File: src/sscw_pkg.sv
// Purpose: Constants for the serial control word bank of the synthesizer.
// Assumes: Control words are 32 bits, latch select sits in the three lowest bits.
// Notes: Field positions below follow the register layout of each latch.
// Function
// - Each 32-bit word is shifted in most significant bit first, one bit per rising serial clock edge.
// - A rising load strobe copies the shift register into the latch chosen by the three lowest bits.
// - Code 000 updates the integer and fractional divide register.
// - Code 001 updates the prescaler, phase and modulus register.
// - Codes 010, 011, 100 and 101 select the third to sixth latches.
// - The first register holds a sixteen-bit integer divide word.
// - The first register holds a twelve-bit fractional numerator.
// - One prescaler select bit chooses between 4/5 and 8/9.
// - Double-buffered fields take effect only on a later first-register write.
// - Output divider bits are double-buffered only while the buffer enable bit of the third register is high.
// - A first-register write starts band selection lasting ten reference cycles times the band clock divider.
package sscw_pkg;
  localparam int WORD_W = 32;
  localparam int SEL_W = 3;
  localparam logic [2:0] SEL_INTFRAC = 3'h0;
  localparam logic [2:0] SEL_PHMOD = 3'h1;
  localparam logic [2:0] SEL_REFCP = 3'h2;
  localparam logic [2:0] SEL_CLKDIV = 3'h3;
  localparam logic [2:0] SEL_OUTSTG = 3'h4;
  localparam logic [2:0] SEL_LOCKPIN = 3'h5;
  // Register 0 fields
  localparam int INT_LSB = 15;
  localparam int INT_W = 16;
  localparam int FRACTIONAL_NUMERATOR_LSB = 3;
  localparam int FRACTIONAL_NUMERATOR_W = 12;
  // Register 1 fields
  localparam int PRESC_BIT = 27;
  localparam int PHASE_LSB = 15;
  localparam int MOD_LSB = 3;
  localparam int MOD_W = 12;
  // Register 2 fields
  localparam int DBL_BIT = 25;
  localparam int RDIV2_BIT = 24;
  localparam int RCNT_LSB = 14;
  localparam int RCNT_W = 10;
  localparam int DBUF_EN_BIT = 13;
  localparam int CPCUR_LSB = 9;
  localparam int CPCUR_W = 4;
  // Register 4 fields
  localparam int ODIV_LSB = 20;
  localparam int ODIV_W = 3;
  localparam int BSDIV_LSB = 12;
  localparam int BSDIV_W = 8;
  // Band selection lasts this many reference cycles per divider step
  localparam int BAND_CYCLES = 10;
  localparam logic [31:0] ZERO_WORD = 32'h0000_0000;
endpackage

File: src/sscw_bank.sv
// Purpose: Serial control word bank with double-buffered fields.
// Assumes: Serial clock, data and load strobe are synchronised into mclk.
// Notes: Band selection time is counted on the refTick enable pulse.
`timescale 1ns/100ps
`default_nettype none
module sscw_bank (
  // Clock and reset
  input wire logic mclk,
  input wire logic nrst,
  // Serial link pins
  input wire logic serialClk,
  input wire logic serialData,
  input wire logic load_strobe,
  // Reference-rate enable pulse
  input wire logic refTick,
  // Active field values
  output logic [15:0] integerWord,
  output logic [11:0] fractional_numerator,
  output logic prescaler_select,
  output logic [11:0] phaseWord,
  output logic [11:0] fractional_modulus,
  output logic [31:0] refCpWord,
  output logic [31:0] clkDivWord,
  output logic [31:0] outStageWord,
  output logic [31:0] lockPinWord,
  output logic [2:0] outDivider,
  // Band selection status
  output logic bandSelBusy
);
  // Reset synchroniser
  logic rstMeta_r, rstSync_r;
  always_ff @(posedge mclk or negedge nrst) begin
    if (!nrst) begin
      rstMeta_r <= 1'b0;
      rstSync_r <= 1'b0;
    end else begin
      rstMeta_r <= 1'b1;
      rstSync_r <= rstMeta_r;
    end
  end
  wire logic rstN = rstSync_r;

  // Pin synchronisers; third stage only for edge detection
  logic [2:0] sclkSh_r, leSh_r;
  logic [1:0] sdatSh_r;
  always_ff @(posedge mclk or negedge rstN) begin
    if (!rstN) begin
      sclkSh_r <= 3'h0;
      leSh_r <= 3'h0;
      sdatSh_r <= 2'h0;
    end else begin
      sclkSh_r <= {sclkSh_r[1:0], serialClk};
      leSh_r <= {leSh_r[1:0], load_strobe};
      sdatSh_r <= {sdatSh_r[0], serialData};
    end
  end
  wire logic sclkRise = sclkSh_r[1] & ~sclkSh_r[2];
  wire logic leRise = leSh_r[1] & ~leSh_r[2];

  // Shift register, MSB first
  logic [31:0] shift_r;
  always_ff @(posedge mclk or negedge rstN) begin
    if (!rstN) shift_r <= sscw_pkg::ZERO_WORD;
    else if (sclkRise) shift_r <= {shift_r[30:0], sdatSh_r[1]};
  end

  // Latch decode from the three lowest bits
  wire logic [2:0] latch_select_bits = shift_r[2:0];
  wire logic wrR0 = leRise && (latch_select_bits == sscw_pkg::SEL_INTFRAC);
  wire logic wrR1 = leRise && (latch_select_bits == sscw_pkg::SEL_PHMOD);
  wire logic wrR2 = leRise && (latch_select_bits == sscw_pkg::SEL_REFCP);
  wire logic wrR3 = leRise && (latch_select_bits == sscw_pkg::SEL_CLKDIV);
  wire logic wrR4 = leRise && (latch_select_bits == sscw_pkg::SEL_OUTSTG);
  wire logic wrR5 = leRise && (latch_select_bits == sscw_pkg::SEL_LOCKPIN);

  // Staging latches; buffered fields are copied out of these on a first_register write
  logic [31:0] r1Stage_r, r2Stage_r, r4Stage_r;
  logic [31:0] r1Act_r, r2Act_r;
  always_ff @(posedge mclk or negedge rstN) begin
    if (!rstN) begin
      r1Stage_r <= sscw_pkg::ZERO_WORD;
      r2Stage_r <= sscw_pkg::ZERO_WORD;
      r4Stage_r <= sscw_pkg::ZERO_WORD;
    end else begin
      if (wrR1) r1Stage_r <= shift_r;
      if (wrR2) r2Stage_r <= shift_r;
      if (wrR4) r4Stage_r <= shift_r;
    end
  end

  // Buffer enable follows the staged third register, as the device does
  wire logic dbufEn = r2Stage_r[sscw_pkg::DBUF_EN_BIT];
  wire logic [2:0] stagedDiv = r4Stage_r[sscw_pkg::ODIV_LSB +: sscw_pkg::ODIV_W];

  // Marked third-register fields wait for a first_register write; the rest act at once,
  // so a user who rewrites only the charge pump setting sees it after the next commit
  localparam logic [31:0] ONE_WORD = 32'h0000_0001;
  localparam logic [31:0] R2_BUF_MASK = (ONE_WORD << sscw_pkg::DBL_BIT) | (ONE_WORD << sscw_pkg::RDIV2_BIT)
    | (((ONE_WORD << sscw_pkg::RCNT_W) - ONE_WORD) << sscw_pkg::RCNT_LSB)
    | (((ONE_WORD << sscw_pkg::CPCUR_W) - ONE_WORD) << sscw_pkg::CPCUR_LSB);
  wire logic [31:0] r2OnWrite = (r2Act_r & R2_BUF_MASK) | (shift_r & ~R2_BUF_MASK);
  wire logic [31:0] r2OnCommit = (r2Act_r & ~R2_BUF_MASK) | (r2Stage_r & R2_BUF_MASK);

  // First register fields land straight from the shift register
  always_ff @(posedge mclk or negedge rstN) begin
    if (!rstN) begin
      integerWord <= 16'h0000;
      fractional_numerator <= 12'h000;
    end else if (wrR0) begin
      integerWord <= shift_r[sscw_pkg::INT_LSB +: sscw_pkg::INT_W];
      fractional_numerator <= shift_r[sscw_pkg::FRACTIONAL_NUMERATOR_LSB +: sscw_pkg::FRACTIONAL_NUMERATOR_W];
    end
  end

  // Phase and modulus wait in staging until the first register is written
  always_ff @(posedge mclk or negedge rstN) begin
    if (!rstN) r1Act_r <= sscw_pkg::ZERO_WORD;
    else if (wrR0) r1Act_r <= r1Stage_r;
  end

  // Third register: unmarked fields act at once, marked fields on the commit
  always_ff @(posedge mclk or negedge rstN) begin
    if (!rstN) r2Act_r <= sscw_pkg::ZERO_WORD;
    else if (wrR0) r2Act_r <= r2OnCommit;
    else if (wrR2) r2Act_r <= r2OnWrite;
  end

  // Divider select: immediate unless the buffer enable bit holds it back
  wire logic [2:0] freshDiv = shift_r[sscw_pkg::ODIV_LSB +: sscw_pkg::ODIV_W];
  always_ff @(posedge mclk or negedge rstN) begin
    if (!rstN) outDivider <= 3'h0;
    else if (wrR0) outDivider <= stagedDiv;
    else if (wrR4 && !dbufEn) outDivider <= freshDiv;
  end

  // Unbuffered words take the shift register on their own strobe
  always_ff @(posedge mclk or negedge rstN) begin
    if (!rstN) begin
      clkDivWord <= sscw_pkg::ZERO_WORD;
      outStageWord <= sscw_pkg::ZERO_WORD;
      lockPinWord <= sscw_pkg::ZERO_WORD;
    end else begin
      if (wrR3) clkDivWord <= shift_r;
      if (wrR4) outStageWord <= shift_r;
      if (wrR5) lockPinWord <= shift_r;
    end
  end

  // Prescaler bit is not buffered; phase and modulus are
  logic prescaler_r;
  always_ff @(posedge mclk or negedge rstN) begin
    if (!rstN) prescaler_r <= 1'b0;
    else if (wrR1) prescaler_r <= shift_r[sscw_pkg::PRESC_BIT];
  end
  assign prescaler_select = prescaler_r;
  assign phaseWord = r1Act_r[sscw_pkg::PHASE_LSB +: sscw_pkg::MOD_W];
  assign fractional_modulus = r1Act_r[sscw_pkg::MOD_LSB +: sscw_pkg::MOD_W];
  assign refCpWord = r2Act_r;

  // Band selection timer: ten reference ticks per divider step
  logic [11:0] bandCnt_r;
  wire logic [7:0] band_clock_divider = outStageWord[sscw_pkg::BSDIV_LSB +: sscw_pkg::BSDIV_W];
  wire logic [11:0] bandLoad = 12'(sscw_pkg::BAND_CYCLES) * {4'h0, band_clock_divider};
  always_ff @(posedge mclk or negedge rstN) begin
    if (!rstN) bandCnt_r <= 12'h000;
    else if (wrR0) bandCnt_r <= bandLoad;
    else if (refTick && bandCnt_r != 12'h000) bandCnt_r <= bandCnt_r - 12'h001;
  end
  assign bandSelBusy = (bandCnt_r != 12'h000);

  // Checks
  shift_in_a: assert property (@(posedge mclk) disable iff (!rstN)
    sclkRise |=> shift_r[0] == $past(sdatSh_r[1]))
    else $error("shift bit not captured");
  intword_a: assert property (@(posedge mclk) disable iff (!rstN)
    wrR0 |=> integerWord == $past(shift_r[30:15]))
    else $error("integer word not loaded");
  buffered_a: assert property (@(posedge mclk) disable iff (!rstN)
    (wrR1 && !wrR0) |=> fractional_modulus == $past(fractional_modulus))
    else $error("modulus changed without first register write");
  presc_a: assert property (@(posedge mclk) disable iff (!rstN)
    wrR1 |=> prescaler_select == $past(shift_r[27]))
    else $error("prescaler not updated");
  divimm_a: assert property (@(posedge mclk) disable iff (!rstN)
    (wrR4 && !dbufEn) |=> outDivider == $past(shift_r[22:20]))
    else $error("divider not immediate");
  divhold_a: assert property (@(posedge mclk) disable iff (!rstN)
    (wrR4 && dbufEn) |=> $stable(outDivider))
    else $error("buffered divider changed early");
  band_start_a: assert property (@(posedge mclk) disable iff (!rstN)
    wrR0 |=> bandCnt_r == $past(bandLoad))
    else $error("band timer not started");
  onehot_a: assert property (@(posedge mclk) disable iff (!rstN)
    $onehot0({wrR0, wrR1, wrR2, wrR3, wrR4, wrR5}))
    else $error("more than one latch selected");

  // Shift register moves only on a synchronised serial clock rise
  shift_hold_a: assert property (@(posedge mclk) disable iff (!rstN)
    !sclkRise |=> $stable(shift_r))
    else $error("shift register moved without clock");

  // Codes 110 and 111 must leave every latch alone
  no_latch_a: assert property (@(posedge mclk) disable iff (!rstN)
    (leRise && latch_select_bits > sscw_pkg::SEL_LOCKPIN) |=> ($stable(r1Stage_r) && $stable(r2Stage_r)
      && $stable(r4Stage_r) && $stable(clkDivWord) && $stable(lockPinWord) && $stable(integerWord)))
    else $error("reserved code touched a latch");

  // Fractional numerator loads with the integer word
  r0_fractional_numerator_a: assert property (@(posedge mclk) disable iff (!rstN)
    wrR0 |=> fractional_numerator == $past(shift_r[sscw_pkg::FRACTIONAL_NUMERATOR_LSB +: sscw_pkg::FRACTIONAL_NUMERATOR_W]))
    else $error("fractional word not loaded");

  // First register fields change only on its own write
  r0_hold_a: assert property (@(posedge mclk) disable iff (!rstN)
    !wrR0 |=> $stable(integerWord) && $stable(fractional_numerator))
    else $error("first register changed without write");

  // Second register is staged whole on its strobe
  r1_stage_a: assert property (@(posedge mclk) disable iff (!rstN)
    wrR1 |=> r1Stage_r == $past(shift_r))
    else $error("second register not staged");

  // Phase and modulus follow the staged word on a commit
  r1_commit_a: assert property (@(posedge mclk) disable iff (!rstN)
    wrR0 |=> fractional_modulus == $past(r1Stage_r[sscw_pkg::MOD_LSB +: sscw_pkg::MOD_W])
      && phaseWord == $past(r1Stage_r[sscw_pkg::PHASE_LSB +: sscw_pkg::MOD_W]))
    else $error("phase or modulus not committed");

  // Phase and modulus never move between commits
  r1_hold_a: assert property (@(posedge mclk) disable iff (!rstN)
    !wrR0 |=> $stable(phaseWord) && $stable(fractional_modulus))
    else $error("buffered field moved early");

  // Prescaler select changes only on a second-register write
  presc_hold_a: assert property (@(posedge mclk) disable iff (!rstN)
    !wrR1 |=> $stable(prescaler_select))
    else $error("prescaler changed without write");

  // Third-register write: unmarked fields now, marked fields kept
  r2_imm_a: assert property (@(posedge mclk) disable iff (!rstN)
    wrR2 |=> ((refCpWord & ~R2_BUF_MASK) == ($past(shift_r) & ~R2_BUF_MASK))
      && ((refCpWord & R2_BUF_MASK) == $past(refCpWord & R2_BUF_MASK)))
    else $error("third register fields split wrongly");

  // Marked third-register fields follow staging on a commit
  r2_commit_a: assert property (@(posedge mclk) disable iff (!rstN)
    wrR0 |=> (refCpWord & R2_BUF_MASK) == $past(r2Stage_r & R2_BUF_MASK))
    else $error("third register fields not committed");

  // Third register is staged whole on its strobe
  r2_stage_a: assert property (@(posedge mclk) disable iff (!rstN)
    wrR2 |=> r2Stage_r == $past(shift_r))
    else $error("third register not staged");

  // Fourth register loads at once
  clkdiv_load_a: assert property (@(posedge mclk) disable iff (!rstN)
    wrR3 |=> clkDivWord == $past(shift_r))
    else $error("fourth register not loaded");

  // Fifth register loads at once
  outstg_load_a: assert property (@(posedge mclk) disable iff (!rstN)
    wrR4 |=> outStageWord == $past(shift_r))
    else $error("fifth register not loaded");

  // Sixth register loads at once
  lockpin_load_a: assert property (@(posedge mclk) disable iff (!rstN)
    wrR5 |=> lockPinWord == $past(shift_r))
    else $error("sixth register not loaded");

  // Fifth register is staged for the divider select
  r4_stage_a: assert property (@(posedge mclk) disable iff (!rstN)
    wrR4 |=> r4Stage_r == $past(shift_r))
    else $error("fifth register not staged");

  // Staging latches hold while no strobe selects them
  stage_quiet_a: assert property (@(posedge mclk) disable iff (!rstN)
    (!wrR1 && !wrR2 && !wrR4) |=> $stable(r1Stage_r) && $stable(r2Stage_r) && $stable(r4Stage_r))
    else $error("staging latch moved without strobe");

  // Immediate words hold between strobes
  word_quiet_a: assert property (@(posedge mclk) disable iff (!rstN)
    !leRise |=> $stable(clkDivWord) && $stable(outStageWord) && $stable(lockPinWord))
    else $error("immediate word moved without strobe");

  // Divider select takes the staged value on a commit
  div_commit_a: assert property (@(posedge mclk) disable iff (!rstN)
    wrR0 |=> outDivider == $past(stagedDiv))
    else $error("divider not committed");

  // Divider select holds without a first or fifth register write
  div_quiet_a: assert property (@(posedge mclk) disable iff (!rstN)
    (!wrR0 && !wrR4) |=> $stable(outDivider))
    else $error("divider moved without write");

  // Band timer steps down once per reference tick
  band_tick_a: assert property (@(posedge mclk) disable iff (!rstN)
    (refTick && bandSelBusy && !wrR0) |=> bandCnt_r == $past(bandCnt_r) - 12'h001)
    else $error("band timer missed a tick");

  // Band timer waits between ticks
  band_wait_a: assert property (@(posedge mclk) disable iff (!rstN)
    (!refTick && !wrR0) |=> $stable(bandCnt_r))
    else $error("band timer moved without tick");

  // Band timer stays idle until the next first-register write
  band_floor_a: assert property (@(posedge mclk) disable iff (!rstN)
    (!bandSelBusy && !wrR0) |=> !bandSelBusy)
    else $error("band selection restarted on its own");
endmodule
`default_nettype wire

File: config.mk
export PLATFORM = sky130hd
export DESIGN_NAME = sscw_bank
export DESIGN_NICKNAME = d
export VERILOG_FILES = /design/src/sscw_pkg.sv /design/src/sscw_bank.sv
export SDC_FILE = /design/constraint.sdc
export NUM_CORES = 1
export LEC_CHECK = 0
export BUFFER_PORTS_ARGS = -buffer_cell sky130_fd_sc_hd__buf_2
export CAP_MARGIN = 40
export CORE_MARGIN = 2
export CORE_UTILIZATION = 30
export CTS_BUF_LIST = sky130_fd_sc_hd__clkbuf_8 sky130_fd_sc_hd__clkbuf_16
export CTS_CLUSTER_SIZE = 20
export DETAILED_ROUTE_END_ITERATION = 8
export PLACE_DENSITY = 0.57
export SETUP_SLACK_MARGIN = 0.15
export SLEW_MARGIN = 30
export SYNTH_ARGS = -nofsm -noshare
export SYNTH_HDL_FRONTEND = slang
export SYNTH_SLANG_ARGS = --single-unit
File: constraint.sdc
create_clock -name mclk -period 9.35 [get_ports mclk]
set_input_delay 0.935 -clock mclk [delete_from_list [all_inputs] [get_ports mclk]]
set_output_delay 0.935 -clock mclk [all_outputs]
set_load 0.01 [all_outputs]
==> Word-level counts from Yosys, hierarchy flattened <==
Cells that the tools add are included.
{ "classes": {"addsub": 1, "n_mul": 1, "eq_ne": 5, "n_mux": 6, "bitwise_logic": 6, "n_reduce_logical": 14} }
{ "op_table": {"columns": ["cell", "n"], "rows": [
  ["32-bit two-way mux", 2],
  ["26-bit by 32-bit OR with 32-bit output", 1],
  ["32-bit by 26-bit OR with 32-bit output", 1],
  ["12-bit two-way mux", 2],
  ["12-bit nonzero test", 1],
  ["12-bit by 1-bit subtractor with 12-bit output (second input constant)", 1],
  ["3-bit by 8-bit multiplier with 11-bit output (first input constant)", 1],
  ["1-bit logical AND", 8],
  ["3-bit by 2-bit equality test with 1-bit output (second input constant)", 2],
  ["3-bit equality test (second input constant)", 2],
  ["3-bit two-way mux", 2],
  ["2-bit nonzero test", 3],
  ["3-bit by 1-bit equality test with 1-bit output (second input constant)", 1],
  ["3-bit logical NOT", 1],
  ["1-bit AND", 2],
  ["1-bit NOT", 2],
  ["1-bit logical NOT", 1]
]} }
{ "totals": {"register_bits": 294, "inputBits": 6, "out_inout_bits": 185, "elab_cells": 51} }

==> Longest topological paths before layout <==
Gate-level depths: netlist (run 1).
{ "logic_depth": {"word_depth": 6, "depth_mapped": 9, "ltp_nobuf": 9} }

==> Worst setup path before layout (run 1) <==
OpenSTA, ideal clock, no wires.
{ "synth_path": {"path_type": "register to output", "from": "register bandCnt_r[0]", "to": "output bandSelBusy", "arrival_time_ps": 1149, "required_ps": 8415, "path_slack_ps": 7266, "stages_incl_launch_ff": 5, "n_path_buf": 0, "path_cell_list": "dfrtp_1 > inv_1 > ha_1 > nor3b_2 > nand4b_1"} }
{ "synth_between": {"elab_chain_len": 1} }
{ "synth_lines": {"columns": ["element", "line", "rtl"], "rows": [
  ["start: declaration", "sscw_bank.sv:161", "logic [11:0] bandCnt_r;"],
  ["start signal: assignment", "sscw_bank.sv:166", "else if (wrR0) bandCnt_r <= bandLoad;"],
  ["start signal: assignment", "sscw_bank.sv:167", "else if (refTick && bandCnt_r != 12'h000) bandCnt_r <= bandCnt_r - 12'h001;"],
  ["12-bit nonzero test", "sscw_bank.sv:169", "assign bandSelBusy = (bandCnt_r != 12'h000);"],
  ["end: declaration", "sscw_bank.sv:28", "output logic bandSelBusy"]
]} }
No other way between the ends.

==> Final worst setup path (run 1) <==
Ends and elaborated chain as after synthesis.

==> results.cfg, run 1 <==
[clock_tree]
cts_buffer_depth = 3
cts_buffers = 30
clock_latency_ps = 570
htree_levels = 1
root_buffer = clkbuf_16
clk_pin_slew_ps = 60
cts_tree = built
cts_hold_buf = 0
post_cts_resize_count = 0
post-cts-setup-buffer-count = 0
cts_sinks = 279

[global_routing]
grt_max_degree = 157
grt_pass1_vias = 6935
antenna_found_initial = 2
track_usage = 0.141
grt_first_pass_wirelength_mm = 42.1
grt.overflow.total = 0

[pwr]
max-vdd-ir-drop_v = 0.000172
power.density_nw_per_um2 = 243
power_mw = 3.27
leakage_nw = 7.44

[timing]
slew_viol_final = 0
skew_ps = 20.0
fmax_ghz = 0.331
finalCriticalPeriod_ps = 3020
finalSetupTns_ps = 0
relSlewSlack = 0.390
report.final.hold_viol_count = 0
period_share = 0.323
final.setup.worst_slack_ps = 6330
final-setup-viol-count = 0
worst-slew-pin-transition_ps = 915
grt_setup_unrepaired = false

[cells_and_area]
diodes = 0
nets = 1042
layout-drive-gt1-share = 0.287
area_delta_synth_final_pct = 21.8

[die]
io_pins = 191
core-area_sq_um = 36400
num_rows = 70
start_util = 0.303
die_w_microns = 196
die_height_microns = 196
die_area_sq_um = 38400

[synth]
yosys_warnings = 0
synth.area.top_cells = dfrtp_1 63%, mux2_1 15%, nand2_1 7.3%, mux2_2 3.0%, buf_4 2.2%
synth_area_sq_um = 11000
synth_seq_area_share = 0.632
avgSynthCellArea_sq_um = 12.9
synthCells = 855
async_reset_ff_frac = 1.00
yosys.cell_types.count = 43
synthMostInstantiatedCell = dfrtp_1
syn-num-nets = 876
ys.flop_type = dfrtp_1
ys_top_cells_by_count = 279 x dfrtp_1, 216 x nand2_1, 145 x mux2_1, 32 x buf_4, 29 x mux2_2
synth_seq_cells = 279
synth_top_area_frac = 0.632
synth_edf_count = 0
yosys.area.top_type = dfrtp_1

[worst_setup_path]
criticalPathCategory = flip-flop to output port
crit_start = bandCnt_r[0]$_DFFE_PN0P_
crit_path_end_kind = output port
cp_data_arrival_time_ps = 2090
cp_max_fo = 7
start_kind = flip-flop
r2r_start = shift_r[0]$_DFFE_PN0P_
required_ps = 8420

[routing]
drt-pass1-iter-count = 4
via_per_inst = 4.50
drt-initial-drc-count = 251
via_count = 6805
wl_per_cell_microns = 17.9
drc = 0
ant_nets = 0
routed_wirelength_mm = 27.1

[job]
drv_cap = 0

[place]
place.gp.congestion = 0.748
place.detailed.hpwl_mm = 17.5
numPortBuffers = 190
post-place-ws_ps = 6690

[run_status]
status = complete, no violations

[worst_hold_path]
holdCritPathClass = primary input to asynchronous set/reset pin
-- worst paths after layout --
path	end	slack [ps]	cells past startpoint
min in group mclk	sclkSh_r[1]$_DFF_PN0_	340	0
worst min register to register	clkDivWord[0]$_DFFE_PN0P_	190	0
worst max-delay path	bandSelBusy	6330	5
max in group asynchronous	r1Act_r[22]$_DFFE_PN0N_	8000	1
worst max register to register	outDivider[1]$_DFFE_PN0P_	6740	6
worst min-delay path	rstN$_DFF_PN0_	160	1
-- worst max-delay path, cell delays in order (launching register included) --
cell and delay [ps]:
dfrtp_1 390, inv_1 120, ha_1 150, nor3b_2 260
nand4b_1 340, buf_2 260
-- power by group --
| part | internal (mW) | switching [mW] |
|---|---|---|
| Combinational | 0.236 | 0.261 |
| Sequential | 1.40 | 0.183 |
| Clock | 0.703 | 0.490 |
| Total | 2.34 | 0.933 |
-- flip-flops by register name (all words and copies together), names as in the netlist --
signal	count
r2Stage_r	17
fractional_numerator	12
sdatSh_r	2
outDivider	3
shift_r	32
r1Act_r	24
prescaler_select	1
integerWord	16
r4Stage_r	32
clkDivWord	32
rstN	1
refCpWord	32
bandCnt_r	12
leSh_r	3
r1Stage_r	24
lockPinWord	32
sclkSh_r	3
rstMeta_r	1
-- per-layer routing --
metal	track usage	vias to the layer above	wire [microns]
met2	0.220	144	12200
met3	0.0351	42	1500
met4	0.0348	2	506
li1	-	3153	-
met1	0.198	3464	12900
met5	0	-	11
-- kinds of logic (layout without fill, tap and decap cells) --
kind of cell,after synthesis,in the layout,share of synthesized area
compound gates,29,29,0.0164
xor+xnor,11,11,0.00872
fa+ha+maj,15,15,0.0177
buf+inv,74,262,0.0380
flops,279,279,0.632
mux,179,179,0.182
other cells,1,1,0.000340
simple gates,267,267,0.105
-- stage by stage --
step	hold slack [ps]	area, sq um	util	instances
2_1_floorplan	331	11000	-	855
3_3_place_gp	336	12300	0.337	1450
3_5_place_dp	337	12400	0.340	1455
4_1_cts	118	13400	0.368	1509
5_1_grt	118	13500	0.369	1511
6_report	157	13500	0.369	1511
-- placed cells by master, fill, tap and decap left out, types with 7 or more instances in the layout --
master and instances:
mux2_2 29, clkbuf_8 10, buf_2 190, a21oi_1 9
nor2_1 9, ha_1 14, xor2_1 9, mux2_1 145
clkbuf_16 31, dfrtp_1 278, o21ai_1 7, clkinv_2 9
nand2_1 215, inv_1 7
-- area by class of cell --
type / instances / area (sq um)
multi-input combinational: 502 / 3680
fill: 3622 / 23000
clock buffer: 41 / 913
tap: 468 / 586
timing repair buffer: 203 / 1170
inverter: 5 / 18.8
clock inverter: 13 / 90.1
sequential: 279 / 6990
Note: power is estimated with default switching activity, not from simulation.
==> inputs of run 2 (changes only) <==
Settings changed: PLACE_DENSITY 0.57 to 0.59.
Clock period 9.35 ns to 2.6 ns, I/O delays scaled along.
==> results.cfg, run 2 (synthesis results as in run 1) <==
[die]
num_rows = 70
core-area_sq_um = 36400
die_w_microns = 196
start_util = 0.303
die_height_microns = 196
io_pins = 191
die_area_sq_um = 38400

[cells_and_area]
layout_commonest_cell = dfrtp_1
fill_cells = 3579
seq_area_sq_um = 6990
multi_input_area_sq_um = 3680
nets = 1067
stdcell_area_sq_um = 13500
final_cell_mix = 278 x dfrtp_1, 215 x nand2_1, 190 x buf_2, 145 x mux2_1, 31 x clkbuf_16
area_delta_synth_final_pct = 22.4
fin_cells = 1535
layout-drive-gt1-share = 0.290
diodes = 0

[clock_tree]
cts_buffers = 31
cts_sinks = 279
clk_pin_slew_ps = 60
clock_latency_ps = 560
cts_buffer_depth = 3
htree_levels = 1
post_cts_resize_count = 0
root_buffer = clkbuf_16
cts_tree = built

[pwr]
swShare = 0.283
power.switching_mw = 3.28
clkPwrFrac = 0.355
seqPwrFrac = 0.489
leakage_nw = 7.53
power_mw = 11.6
power.density_nw_per_um2 = 857
p_int_mw = 8.32
max-vdd-ir-drop_v = 0.000453
p_comb_frac = 0.156

[global_routing]
antenna_found_initial = 0
track_usage = 0.142
grt.overflow.total = 0
grt_max_degree = 86
grt_pass1_vias = 7324
grt_first_pass_wirelength_mm = 42.6

[routing]
wl_per_cell_microns = 17.5
via_count = 6947
routed_wirelength_mm = 26.9
via_per_inst = 4.53
drt-initial-drc-count = 146
drc = 0
drt-pass1-iter-count = 4
ant_nets = 0

[place]
place_area_sq_um = 12500
placedCellCount = 1473
place.gp.congestion = 0.781
numPortBuffers = 190
post-place-ws_ps = 426
place.detailed.hpwl_mm = 17.9

[timing]
relSlewSlack = 0.592
period_share = 0.865
report.final.hold_viol_count = 0
slew_viol_final = 0
grt_setup_unrepaired = false
skew_ps = 10.1
fmax_ghz = 0.445
final.setup.worst_slack_ps = 350
worst-slew-pin-transition_ps = 611
finalCriticalPeriod_ps = 2250
finalSetupTns_ps = 0
final-setup-viol-count = 0

[job]
drv_cap = 0

[worst_hold_path]
holdCritPathClass = primary input to flip-flop
hold_depth = 3

[worst_setup_path]
cp_max_fo = 5
criticalPathCategory = flip-flop to output port
reg2reg_setup_slack_ps = 380
cp_data_arrival_time_ps = 1990
required_ps = 2340
start_kind = flip-flop
reg2regPathDepth = 9
crit_path_end_kind = output port

[run_status]
status = complete, no violations
[run 2: power groups by stage]
stage | Sequential, mW | Clock (mW) | Combinational (mW)
after CTS | 5.69 | 4.28 | 1.84
after global placement | 5.73 | 0 | 1.80
final | 5.67 | 4.12 | 1.80
after floorplan | 5.77 | 0 | 0.991
after global routing | 5.79 | 4.46 | 2.01
after detailed placement | 5.75 | 0 | 1.83
[run 2: what timing repair did]
item | 4_1_cts | 5_1_grt
hold buffers | 5 | 0
endpoints found under the hold margin | 5 | 0
buffers inserted | 0 | 3
endpoints found under the setup margin | 0 | 1
[run 2: metal layers]
layer / wire length [microns] / share of wire / GRT usage / vias to the layer above
met2: 12600 / 0.47 / 0.229 / 151
li1: - / - / - / 3201
met1: 12200 / 0.45 / 0.191 / 3558
met4: 476 / 0.018 / 0.0334 / 0
met3: 1580 / 0.059 / 0.0363 / 37
met5: 0 / 0 / 0 / -
[run 2: area by class of cell]
| class | instances | share of cell area |
|---|---|---|
| clock buffer | 37 | 0.0635 |
| clock inverter | 17 | 0.00768 |
| inverter | 5 | 0.00139 |
| multi-input combinational | 502 | 0.272 |
| sequential | 279 | 0.517 |
| tap | 468 | 0.0433 |
| timing repair buffer | 227 | 0.0955 |
[run 2: critical path, cell delays in order (launching register included)]
cell,delay [ps]
dfrtp_1,390
inv_1,120
ha_1,150
nor3b_2,270
nand4b_1,270
buf_2,230
[run 2: worst paths after layout]
check	end	startpoint
setup / recovery	bandSelBusy	bandCnt_r[0]$_DFFE_PN0P_
hold / removal	bandCnt_r[1]$_DFFE_PN0P_	refTick
min in group asynchronous	clkDivWord[0]$_DFFE_PN0P_	rstN$_DFF_PN0_
hold reg to reg	clkDivWord[0]$_DFFE_PN0P_	rstN$_DFF_PN0_
max in group asynchronous	refCpWord[16]$_DFFE_PN0P_	rstN$_DFF_PN0_
setup reg to reg	bandCnt_r[10]$_DFFE_PN0P_	r4Stage_r[13]$_DFFE_PN0N_
[run 2: metrics by stage]
stage | util | hold slack (ps)
floorplan | - | -35.6
CTS | 0.370 | 43.2
detailed placement | 0.343 | 52.4
global route | 0.371 | 88.6
global placement | 0.343 | 47.3
finish | 0.371 | 87.0
